[src/rtl/sio_pkg.sv]
package sio_pkg;

  // ----------------------------------------------------------------
  // Register map
  // ----------------------------------------------------------------
  localparam logic [7:0] OFS_PORT_C_DATA = 8'h02;
  localparam logic [7:0] OFS_PORT_D_DATA = 8'h03;
  localparam logic [7:0] OFS_PORT_C_DIR  = 8'h06;
  localparam logic [7:0] OFS_PORT_D_DIR  = 8'h07;
  localparam logic [7:0] OFS_PORT_E_DATA = 8'h08;
  localparam logic [7:0] OFS_PORT_E_DIR  = 8'h0c;

  // ----------------------------------------------------------------
  // Widths and reset values
  // ----------------------------------------------------------------
  localparam int         PC_WIDTH  = 6;
  localparam int         PD_WIDTH  = 8;
  localparam int         PE_WIDTH  = 8;
  localparam logic [7:0] DIR_RESET = 8'h00;
  localparam logic [7:0] ZERO_BYTE = 8'h00;

  // ----------------------------------------------------------------
  // Port C clock output
  // ----------------------------------------------------------------
  localparam int CLK_OUT_EN_BIT = 7;
  localparam int CLK_OUT_PIN    = 2;

  // ----------------------------------------------------------------
  // Port D sharing
  // ----------------------------------------------------------------
  localparam logic [4:0] ADC_FIRST_CHAN   = 5'h08;
  localparam logic [4:0] ADC_LAST_CHAN    = 5'h0e;
  localparam logic [2:0] PRESCALE_EXT_CLK = 3'h7;
  localparam int         TA_CLK_PIN       = 6;
  localparam int         TB_CLK_PIN       = 4;

  // ----------------------------------------------------------------
  // Port E sharing
  // ----------------------------------------------------------------
  localparam int         SCK_PIN   = 7;
  localparam int         MOSI_PIN  = 6;
  localparam int         MISO_PIN  = 5;
  localparam int         SS_PIN    = 4;
  localparam int         TCH1_PIN  = 3;
  localparam int         TCH0_PIN  = 2;
  localparam int         RXD_PIN   = 1;
  localparam int         TXD_PIN   = 0;
  localparam logic [1:0] ELS_PIN_IO = 2'h0;

endpackage

[src/rtl/sio_port.sv]
`timescale 1ns/100ps

module sio_port #(
  parameter int WIDTH = 8
) (
  // Clock and reset
  input  wire logic             ref_clk_i,
  input  wire logic             sys_rst_i,
  // Register writes
  input  wire logic [7:0]       wr_data_i,
  input  wire logic             wr_latch_i,
  input  wire logic             wr_dir_i,
  input  wire logic [WIDTH-1:0] latch_keep_i,
  // State
  output logic      [WIDTH-1:0] latch_o,
  output logic      [WIDTH-1:0] dir_o
);

  // Slice serves at most one byte of pins
  if (WIDTH < 1 || WIDTH > 8)
  begin
    $error("sio_port width must be 1 to 8");
  end

  // ----------------------------------------------------------------
  // Data latches: no reset, writes land whatever the direction
  // ----------------------------------------------------------------
  always_ff @(posedge ref_clk_i)
  begin
    if (wr_latch_i)
      latch_o <= (wr_data_i[WIDTH-1:0] & ~latch_keep_i)
               | (latch_o & latch_keep_i);
  end

  // ----------------------------------------------------------------
  // Direction bits
  // ----------------------------------------------------------------
  always_ff @(posedge ref_clk_i or posedge sys_rst_i)
  begin
    if (sys_rst_i)
      dir_o <= sio_pkg::DIR_RESET[WIDTH-1:0];
    else if (wr_dir_i)
      dir_o <= wr_data_i[WIDTH-1:0];
  end

endmodule

[src/rtl/sio_owner.sv]
`timescale 1ns/100ps

module sio_owner (
  // Converter and timers
  input  wire logic [4:0] converter_channel_select_i,
  input  wire logic [2:0] ta_prescaler_select_i,
  input  wire logic [2:0] tb_prescaler_select_i,
  input  wire logic [1:0] ch0_edge_level_select_i,
  input  wire logic [1:0] ch1_edge_level_select_i,
  // Serial modules
  input  wire logic       sync_serial_enable_i,
  input  wire logic       sync_serial_master_select_i,
  input  wire logic       mode_fault_enable_i,
  input  wire logic       async_serial_enable_i,
  // Ownership masks
  output logic      [7:0] d_zero_o,
  output logic      [7:0] e_owned_o
);

  logic [4:0] adc_idx;

  always_comb
  begin
    adc_idx  = converter_channel_select_i - sio_pkg::ADC_FIRST_CHAN;
    d_zero_o = sio_pkg::ZERO_BYTE;
    if (converter_channel_select_i >= sio_pkg::ADC_FIRST_CHAN
        && converter_channel_select_i <= sio_pkg::ADC_LAST_CHAN)
      d_zero_o[adc_idx[2:0]] = 1'b1;
    if (ta_prescaler_select_i == sio_pkg::PRESCALE_EXT_CLK)
      d_zero_o[sio_pkg::TA_CLK_PIN] = 1'b1;
    if (tb_prescaler_select_i == sio_pkg::PRESCALE_EXT_CLK)
      d_zero_o[sio_pkg::TB_CLK_PIN] = 1'b1;
  end

  always_comb
  begin
    e_owned_o = sio_pkg::ZERO_BYTE;
    e_owned_o[sio_pkg::SCK_PIN]  = sync_serial_enable_i;
    e_owned_o[sio_pkg::MOSI_PIN] = sync_serial_enable_i;
    e_owned_o[sio_pkg::MISO_PIN] = sync_serial_enable_i;
    e_owned_o[sio_pkg::SS_PIN]   = sync_serial_enable_i
      && !(sync_serial_master_select_i && !mode_fault_enable_i);
    e_owned_o[sio_pkg::TCH1_PIN] = ch1_edge_level_select_i != sio_pkg::ELS_PIN_IO;
    e_owned_o[sio_pkg::TCH0_PIN] = ch0_edge_level_select_i != sio_pkg::ELS_PIN_IO;
    e_owned_o[sio_pkg::RXD_PIN]  = async_serial_enable_i;
    e_owned_o[sio_pkg::TXD_PIN]  = async_serial_enable_i;
  end

endmodule

[src/rtl/sio_ports.sv]
`timescale 1ns/100ps

// Operation
// - Direction one enables the pin driver; zero makes the pin an input.
// - Clock-output enable drives clock on port C pin 2; reset clears it.
// - Reset clears all direction bits of ports C, D and E.
// - Data writes update the latch, except bit C2 while clock output is enabled, never the input level.
// - Converter channel select decides which port D pins are converter inputs.
// - Converter-selected port D bit reads zero as input, else the latch.
// - Timer-used port D pins ignore direction; reads give latch or zero.
// - Prescaler select takes port D pins 6 and 4 as timer clocks.
// - Sync serial enable hands port E pins 7, 6 and 5 to serial.
// - Port E pin 4 is general unless slave mode, or master mode with mode fault enable, owns it.
// - Peripheral-owned port E pins ignore direction; reads still use it.
// - Edge/level select hands port E pins 3 and 2 to the timer.
// - Async serial enable hands port E pins 1 and 0 to serial.
// - With clock-output enable set, the system clock divided by two leaves on pin C2.
// - Reset leaves the port C data latches unchanged.
module sio_ports (
  // Clock and reset
  input  wire logic       ref_clk_i,
  input  wire logic       sys_rst_i,
  // Register port
  input  wire logic [7:0] addr_i,
  input  wire logic [7:0] wr_data_i,
  input  wire logic       wr_i,
  input  wire logic       rd_i,
  output logic      [7:0] rd_data_o,
  // Pin levels
  input  wire logic [5:0] pc_pin_i,
  input  wire logic [7:0] pd_pin_i,
  input  wire logic [7:0] pe_pin_i,
  // Pin drivers
  output logic      [5:0] pc_out_o,
  output logic      [5:0] pc_oe_o,
  output logic      [7:0] pd_out_o,
  output logic      [7:0] pd_oe_o,
  output logic      [7:0] pe_out_o,
  output logic      [7:0] pe_oe_o,
  // Converter and timer controls
  input  wire logic [4:0] converter_channel_select_i,
  input  wire logic [2:0] ta_prescaler_select_i,
  input  wire logic [2:0] tb_prescaler_select_i,
  input  wire logic [1:0] ch0_edge_level_select_i,
  input  wire logic [1:0] ch1_edge_level_select_i,
  input  wire logic [1:0] timer_a_channel_out_i,
  input  wire logic [1:0] timer_a_channel_oe_i,
  // Serial controls
  input  wire logic       sync_serial_enable_i,
  input  wire logic       sync_serial_master_select_i,
  input  wire logic       mode_fault_enable_i,
  input  wire logic [3:0] sync_serial_out_i,
  input  wire logic [3:0] sync_serial_oe_i,
  input  wire logic       async_serial_enable_i,
  input  wire logic       async_serial_txd_i
);

  localparam int CP = sio_pkg::CLK_OUT_PIN;

  // ----------------------------------------------------------------
  // Register state
  // ----------------------------------------------------------------
  logic [5:0] pc_latch;
  logic [5:0] pc_dir;
  logic [7:0] pd_latch;
  logic [7:0] pd_dir;
  logic [7:0] pe_latch;
  logic [7:0] pe_dir;
  logic       clock_out_enable;
  logic       clk_div;
  logic [7:0] d_zero;
  logic [7:0] e_owned;
  logic [5:0] pc_keep;
  logic [7:0] e_per_out;
  logic [7:0] e_per_oe;
  logic [5:0] pc_rd_zero;

  // ----------------------------------------------------------------
  // Address decode
  // ----------------------------------------------------------------
  logic wr_pc_data;
  logic wr_pc_dir;
  logic wr_pd_data;
  logic wr_pd_dir;
  logic wr_pe_data;
  logic wr_pe_dir;

  assign wr_pc_data = wr_i && addr_i == sio_pkg::OFS_PORT_C_DATA;
  assign wr_pc_dir  = wr_i && addr_i == sio_pkg::OFS_PORT_C_DIR;
  assign wr_pd_data = wr_i && addr_i == sio_pkg::OFS_PORT_D_DATA;
  assign wr_pd_dir  = wr_i && addr_i == sio_pkg::OFS_PORT_D_DIR;
  assign wr_pe_data = wr_i && addr_i == sio_pkg::OFS_PORT_E_DATA;
  assign wr_pe_dir  = wr_i && addr_i == sio_pkg::OFS_PORT_E_DIR;

  // Clock pin latch bit is frozen while the clock owns the pin
  always_comb
  begin
    pc_keep     = '0;
    pc_keep[CP] = clock_out_enable;
    pc_rd_zero  = '0;
    pc_rd_zero[CP] = clock_out_enable;
  end

  // ----------------------------------------------------------------
  // Port slices
  // ----------------------------------------------------------------
  sio_port #(.WIDTH(sio_pkg::PC_WIDTH)) u_port_c (
    .ref_clk_i    (ref_clk_i),
    .sys_rst_i    (sys_rst_i),
    .wr_data_i    (wr_data_i),
    .wr_latch_i   (wr_pc_data),
    .wr_dir_i     (wr_pc_dir),
    .latch_keep_i (pc_keep),
    .latch_o      (pc_latch),
    .dir_o        (pc_dir)
  );

  sio_port #(.WIDTH(sio_pkg::PD_WIDTH)) u_port_d (
    .ref_clk_i    (ref_clk_i),
    .sys_rst_i    (sys_rst_i),
    .wr_data_i    (wr_data_i),
    .wr_latch_i   (wr_pd_data),
    .wr_dir_i     (wr_pd_dir),
    .latch_keep_i ('0),
    .latch_o      (pd_latch),
    .dir_o        (pd_dir)
  );

  sio_port #(.WIDTH(sio_pkg::PE_WIDTH)) u_port_e (
    .ref_clk_i    (ref_clk_i),
    .sys_rst_i    (sys_rst_i),
    .wr_data_i    (wr_data_i),
    .wr_latch_i   (wr_pe_data),
    .wr_dir_i     (wr_pe_dir),
    .latch_keep_i ('0),
    .latch_o      (pe_latch),
    .dir_o        (pe_dir)
  );

  sio_owner u_owner (
    .converter_channel_select_i  (converter_channel_select_i),
    .ta_prescaler_select_i       (ta_prescaler_select_i),
    .tb_prescaler_select_i       (tb_prescaler_select_i),
    .ch0_edge_level_select_i     (ch0_edge_level_select_i),
    .ch1_edge_level_select_i     (ch1_edge_level_select_i),
    .sync_serial_enable_i        (sync_serial_enable_i),
    .sync_serial_master_select_i (sync_serial_master_select_i),
    .mode_fault_enable_i         (mode_fault_enable_i),
    .async_serial_enable_i       (async_serial_enable_i),
    .d_zero_o                    (d_zero),
    .e_owned_o                   (e_owned)
  );

  // ----------------------------------------------------------------
  // Clock-output enable, kept in the port C direction register
  // ----------------------------------------------------------------
  always_ff @(posedge ref_clk_i or posedge sys_rst_i)
  begin
    if (sys_rst_i)
      clock_out_enable <= 1'b0;
    else if (wr_pc_dir)
      clock_out_enable <= wr_data_i[sio_pkg::CLK_OUT_EN_BIT];
  end

  // Outputs must come from flops, so the pin carries half the system rate
  always_ff @(posedge ref_clk_i or posedge sys_rst_i)
  begin
    if (sys_rst_i)
      clk_div <= 1'b0;
    else if (clock_out_enable)
      clk_div <= ~clk_div;
    else
      clk_div <= 1'b0;
  end

  // ----------------------------------------------------------------
  // Read path
  // ----------------------------------------------------------------
  function automatic logic [7:0] rd_mux(
    input logic [7:0] latch,
    input logic [7:0] dir,
    input logic [7:0] pin,
    input logic [7:0] zero
  );
    rd_mux = (dir & latch) | (~dir & ~zero & pin);
  endfunction

  logic [7:0] next_rd_data;

  always_comb
  begin
    next_rd_data = sio_pkg::ZERO_BYTE;
    if (rd_i)
    begin
      case (addr_i)
        sio_pkg::OFS_PORT_C_DATA:
          next_rd_data = rd_mux({2'h0, pc_latch}, {2'h0, pc_dir}, {2'h0, pc_pin_i},
                                sio_pkg::ZERO_BYTE) & ~{2'h0, pc_rd_zero};
        sio_pkg::OFS_PORT_C_DIR:
          next_rd_data = {clock_out_enable, 1'b0, pc_dir};
        sio_pkg::OFS_PORT_D_DATA:
          next_rd_data = rd_mux(pd_latch, pd_dir, pd_pin_i, d_zero);
        sio_pkg::OFS_PORT_D_DIR:
          next_rd_data = pd_dir;
        sio_pkg::OFS_PORT_E_DATA:
          next_rd_data = rd_mux(pe_latch, pe_dir, pe_pin_i,
                                sio_pkg::ZERO_BYTE);
        sio_pkg::OFS_PORT_E_DIR:
          next_rd_data = pe_dir;
        default:
          next_rd_data = sio_pkg::ZERO_BYTE;
      endcase
    end
  end

  always_ff @(posedge ref_clk_i or posedge sys_rst_i)
  begin
    if (sys_rst_i)
      rd_data_o <= sio_pkg::ZERO_BYTE;
    else
      rd_data_o <= next_rd_data;
  end

  // ----------------------------------------------------------------
  // Pin drivers
  // ----------------------------------------------------------------
  always_comb
  begin
    e_per_out = {sync_serial_out_i, timer_a_channel_out_i, 1'b0, async_serial_txd_i};
    e_per_oe  = {sync_serial_oe_i, timer_a_channel_oe_i, 1'b0, 1'b1};
  end

  always_ff @(posedge ref_clk_i or posedge sys_rst_i)
  begin
    if (sys_rst_i)
    begin
      pc_out_o <= '0;
      pc_oe_o  <= '0;
    end
    else
    begin
      pc_out_o     <= pc_latch;
      pc_oe_o      <= pc_dir;
      if (clock_out_enable)
      begin
        pc_out_o[CP] <= ~clk_div;
        pc_oe_o[CP]  <= 1'b1;
      end
    end
  end

  always_ff @(posedge ref_clk_i or posedge sys_rst_i)
  begin
    if (sys_rst_i)
    begin
      pd_out_o <= '0;
      pd_oe_o  <= '0;
    end
    else
    begin
      pd_out_o <= pd_latch;
      pd_oe_o  <= pd_dir & ~d_zero;
    end
  end

  always_ff @(posedge ref_clk_i or posedge sys_rst_i)
  begin
    if (sys_rst_i)
    begin
      pe_out_o <= '0;
      pe_oe_o  <= '0;
    end
    else
    begin
      pe_out_o <= (pe_latch & ~e_owned) | (e_per_out & e_owned);
      pe_oe_o  <= (pe_dir & ~e_owned) | (e_per_oe & e_owned);
    end
  end

  // ----------------------------------------------------------------
  // Checks
  // ----------------------------------------------------------------
  property p_dir_drives_c;
    @(posedge ref_clk_i) disable iff (sys_rst_i)
    !clock_out_enable |=> pc_oe_o[0] == $past(pc_dir[0]) && pc_oe_o[CP] == $past(pc_dir[CP]);
  endproperty
  a_dir_drives_c: assert property (p_dir_drives_c)
    else $error("port C driver does not follow direction");

  property p_clk_pin_driven;
    @(posedge ref_clk_i) disable iff (sys_rst_i)
    clock_out_enable ##1 clock_out_enable |=> pc_oe_o[CP] && pc_out_o[CP] != $past(pc_out_o[CP]);
  endproperty
  a_clk_pin_driven: assert property (p_clk_pin_driven)
    else $error("clock output pin not toggling");

  property p_reset_inputs;
    @(posedge ref_clk_i)
    $fell(sys_rst_i) |-> pc_dir == '0 && pd_dir == '0 && pe_dir == '0 && !clock_out_enable;
  endproperty
  a_reset_inputs: assert property (p_reset_inputs)
    else $error("direction bits not cleared by reset");

  property p_read_e_latch;
    @(posedge ref_clk_i) disable iff (sys_rst_i)
    rd_i && addr_i == sio_pkg::OFS_PORT_E_DATA && pe_dir == 8'hff
    |=> rd_data_o == $past(pe_latch);
  endproperty
  a_read_e_latch: assert property (p_read_e_latch)
    else $error("port E read does not return latch");

  property p_write_latch;
    @(posedge ref_clk_i) disable iff (sys_rst_i)
    wr_pd_data |=> pd_latch == $past(wr_data_i);
  endproperty
  a_write_latch: assert property (p_write_latch)
    else $error("port D latch not updated by write");

  property p_adc_read_zero;
    @(posedge ref_clk_i) disable iff (sys_rst_i)
    rd_i && addr_i == sio_pkg::OFS_PORT_D_DATA
    && converter_channel_select_i == sio_pkg::ADC_FIRST_CHAN && !pd_dir[0]
    |=> rd_data_o[0] == 1'b0;
  endproperty
  a_adc_read_zero: assert property (p_adc_read_zero)
    else $error("converter pin read not zero");

  property p_timer_clk_input;
    @(posedge ref_clk_i) disable iff (sys_rst_i)
    ta_prescaler_select_i == sio_pkg::PRESCALE_EXT_CLK |=> !pd_oe_o[sio_pkg::TA_CLK_PIN];
  endproperty
  a_timer_clk_input: assert property (p_timer_clk_input)
    else $error("timer clock pin is driven");

  property p_spi_owns;
    @(posedge ref_clk_i) disable iff (sys_rst_i)
    sync_serial_enable_i |=> pe_oe_o[sio_pkg::SCK_PIN] == $past(sync_serial_oe_i[3]);
  endproperty
  a_spi_owns: assert property (p_spi_owns)
    else $error("serial clock pin not under serial control");

  property p_ss_slave;
    @(posedge ref_clk_i) disable iff (sys_rst_i)
    sync_serial_enable_i && !sync_serial_master_select_i
    |=> pe_oe_o[sio_pkg::SS_PIN] == $past(sync_serial_oe_i[0]);
  endproperty
  a_ss_slave: assert property (p_ss_slave)
    else $error("slave select pin follows direction bit");

  property p_tch_owned;
    @(posedge ref_clk_i) disable iff (sys_rst_i)
    ch0_edge_level_select_i != sio_pkg::ELS_PIN_IO
    |=> pe_oe_o[sio_pkg::TCH0_PIN] == $past(timer_a_channel_oe_i[0]);
  endproperty
  a_tch_owned: assert property (p_tch_owned)
    else $error("timer channel pin not under timer control");

  property p_sci_rx_input;
    @(posedge ref_clk_i) disable iff (sys_rst_i)
    async_serial_enable_i |=> !pe_oe_o[sio_pkg::RXD_PIN] && pe_oe_o[sio_pkg::TXD_PIN];
  endproperty
  a_sci_rx_input: assert property (p_sci_rx_input)
    else $error("async serial pins wrongly driven");

  property p_clk_pin_frozen;
    @(posedge ref_clk_i) disable iff (sys_rst_i)
    clock_out_enable && wr_pc_data |=> pc_latch[CP] == $past(pc_latch[CP]);
  endproperty
  a_clk_pin_frozen: assert property (p_clk_pin_frozen)
    else $error("clock pin latch changed by write");

endmodule

[config.mk]
export PLATFORM = sky130hd
export DESIGN_NAME = sio_ports
export DESIGN_NICKNAME = d
export VERILOG_FILES = /design/src/rtl/sio_pkg.sv /design/src/rtl/sio_port.sv /design/src/rtl/sio_owner.sv /design/src/rtl/sio_ports.sv
export SDC_FILE = /design/constraint.sdc
export NUM_CORES = 1
export LEC_CHECK = 0
export BUFFER_PORTS_ARGS = -buffer_cell sky130_fd_sc_hd__buf_2
export CAP_MARGIN = 20
export CORE_UTILIZATION = 35
export DETAILED_ROUTE_END_ITERATION = 6
export PLACE_DENSITY = 0.56
export SYNTH_ARGS = -nofsm -noshare
export SYNTH_HDL_FRONTEND = slang
export SYNTH_HIERARCHICAL = 1
export SYNTH_SLANG_ARGS = --single-unit
[constraint.sdc]
create_clock -name ref_clk_i -period 1.74 [get_ports ref_clk_i]
set_input_delay 0.087 -clock ref_clk_i [delete_from_list [all_inputs] [get_ports ref_clk_i]]
set_output_delay 0.087 -clock ref_clk_i [all_outputs]
set_load 0.005 [all_outputs]
==> reports/results.ini <==
[status]
status=finished clean

[layout]
multi_input_area_sq_um=1530
final_cells=636
fin_util_pct=48.3
areaGrowthSynthToFinish_pct=33.3
regArea_sq_um=2560
layout-drive-gt1-share_pct=41.2
fin_nets=563
antenna_cells=0
final_common_cell=buf_2
final_cell_mix=buf_2 (125), dfrtp_1 (76), nor2b_1 (37)
fillCellCount=1028

[global_routing]
grt_usage_pct=19.0
grt_max_degree=36
grt_pass1_wl_um=17300
grt_remaining_overflow=0
grt_pass1_vias=3214
antenna_found_initial=0

[cts]
ctsResizeCount=0
root_buffer=clkbuf_16
cts_buffers=9
cts_tree=built
clkSinkCount=98
clk_path_buf_depth=2
post_cts_buffers=0
clkLatencyLatePin_ns=0.34
clk_pin_slew_ns=0.07
htreeDepth=3

[yosys]
synth_top_area_cell=dfrtp_1
ys_ff_latch=98
yosysWarnings=6
syn_area_per_cell_sq_um=13.5
synth_edf_count=22
synth_flop_cell=dfrtp_1
ys_seq_area_share_pct=61.7
netlist.area_leader.share_pct=45.8
netlist_area_sq_um=4150
netlist-cell-type-count=44
yosys-top-cells-area=dfrtp_1 (46%), edfxtp_1 (16%), mux2_4 (8.0%)
async_flop_share_pct=77.6
netlist_instances=308

[setup_path]
cpMostUsedCell=a21oi_1
path_cells=or4b_1, a21oi_1, a21oi_1, a21oi_1
r2r_cells=4
rr_endpoint=rd_data_o[0]$_DFF_PP0_
crit_type=flop to flop
arrival_ns=1.68
critPathRequiredTime_ns=1.98
cp_slowest_cell=or4b_1
critPathMaxFanout=4
critPathCaptureType=flop
rrSetupSlack_ns=0.30
cpPeakStageDelay_ns=0.52
start_kind=flop
r2r_start=u_port_d/dir_o[0]$_DFFE_PP0P_

[die]
die_w_um=111
io_pins=126
rows=39
core_region_area_sq_um=11500
die_y_um=111
start_util_pct=36.2
floorplan.die_area_sq_um=12300

[timing]
fin_crit_ns=1.44
tns_ns=0
fin_skew_ns=0.00543
drv_slew=0
period_share_pct=82.5
max_freq_mhz=696
rsz0062_at_grt=no
hold_viol=0
setup-violations-final=0

[hold_path]
worstHoldPathCells=1
hp-class=input pin to flop
min_from=wr_data_i[0]

[route]
post-route-drc-count=0
wl_per_cell_um=17.7
dr.pass1.iters=4
finalWirelength_um=11300
drtIter0Drc=122
drtAntennaViolNets=0
via_count=3063
viasPerCell=4.82

[placement]
io_buffers=125
dp.cells=605
dp_hpwl_um=8480
place.gp.congestion=0.804

[job]
cap_violations=0

[power_and_ir_drop]
p_leak_nw=2.63
power-per-cell-area_nw_per_um2=861
ir_worst_vdd_v=0.000414

layer usage:
metal | wire length, um | vias to the layer above | part of all wire (%) | GRT usage [%]
li1 | - | 1433 | - | -
met1 | 5000 | 1499 | 44 | 25.1
met2 | 5430 | 112 | 48 | 30.6
met3 | 569 | 19 | 5.1 | 3.99
met4 | 261 | 0 | 2.3 | 7.47
met5 | 0 | - | 0 | 0
worst max-delay path by stage:
| stage | to | slack (ns) | startpoint |
|---|---|---|---|
| 2_1_floorplan | flop | 0.32 | addr_i[0] |
| 3_3_place_gp | flop | 0.09 | addr_i[0] |
| 3_5_place_dp | flop | 0.03 | addr_i[0] |
| 4_1_cts | rd_data_o[0]$_DFF_PP0_ | 0.35 | u_port_d/dir_o[0]$_DFFE_PP0P_ |
| 5_1_grt | flop | 0.27 | addr_i[0] |
| 6_report | rd_data_o[0]$_DFF_PP0_ | 0.30 | u_port_d/dir_o[0]$_DFFE_PP0P_ |
worst max-delay path: cells and delay by family, from the launching register on:
family           cells  cell delay, ns
flip-flops           1            0.41
AO/OA/AOI/OAI        3            0.41
AND/OR/NAND/NOR      1            0.52
cell type report:
| type | count | area share, % |
|---|---|---|
| clock buffers | 13 | 4.73 |
| clock inverters | 2 | 0.226 |
| inverters | 10 | 0.678 |
| multi-input cells | 207 | 27.7 |
| flip-flops and latches | 98 | 46.3 |
| well taps | 143 | 3.23 |
| repair buffers | 163 | 17.2 |
where the power goes:
group          internal (mW)  switching [mW]
combinational          0.224           0.211
sequential              2.41          0.0428
clock                   1.05           0.827
synth_stat cells, drive strengths merged, types with 5 or more instances:
cell type,instances
nand3b,6
dfrtp,76
mux2,36
o21ai,16
nor2,18
a21oi,8
nor2b,37
inv,10
o211ai,5
buf,11
edfxtp,22
and3,5
mux2i,6
metrics by stage:
| stage | power, mW | setup WS (ns) | hold WS, ns | cell area [sq um] |
|---|---|---|---|---|
| CTS | 4.82 | 0.351 | 0.00976 | 5530 |
| finish | 4.77 | 0.304 | 0.0149 | 5530 |
| floorplan | 2.69 | 0.317 | -0.122 | 4230 |
| global route | 4.95 | 0.266 | 0.0114 | 5530 |
| detailed placement | 2.91 | 0.0323 | 0.102 | 5100 |
| global placement | 2.90 | 0.0853 | 0.0944 | 5100 |
cell families after synthesis:
family / Yosys count / synth area share (%)
AO/OA/AOI/OAI: 49 / 7.90
buffers and inverters: 23 / 3.22
flip-flops: 98 / 61.7
multiplexers: 42 / 13.2
other: 2 / 0.181
AND/OR/NAND/NOR: 94 / 13.8
timing repair:
action,in CTS,in global routing
hold buffers,16,0
endpoints found under the setup margin,0,0
endpoints found under the hold margin,94,0
Power figures use the tool's default switching activity.
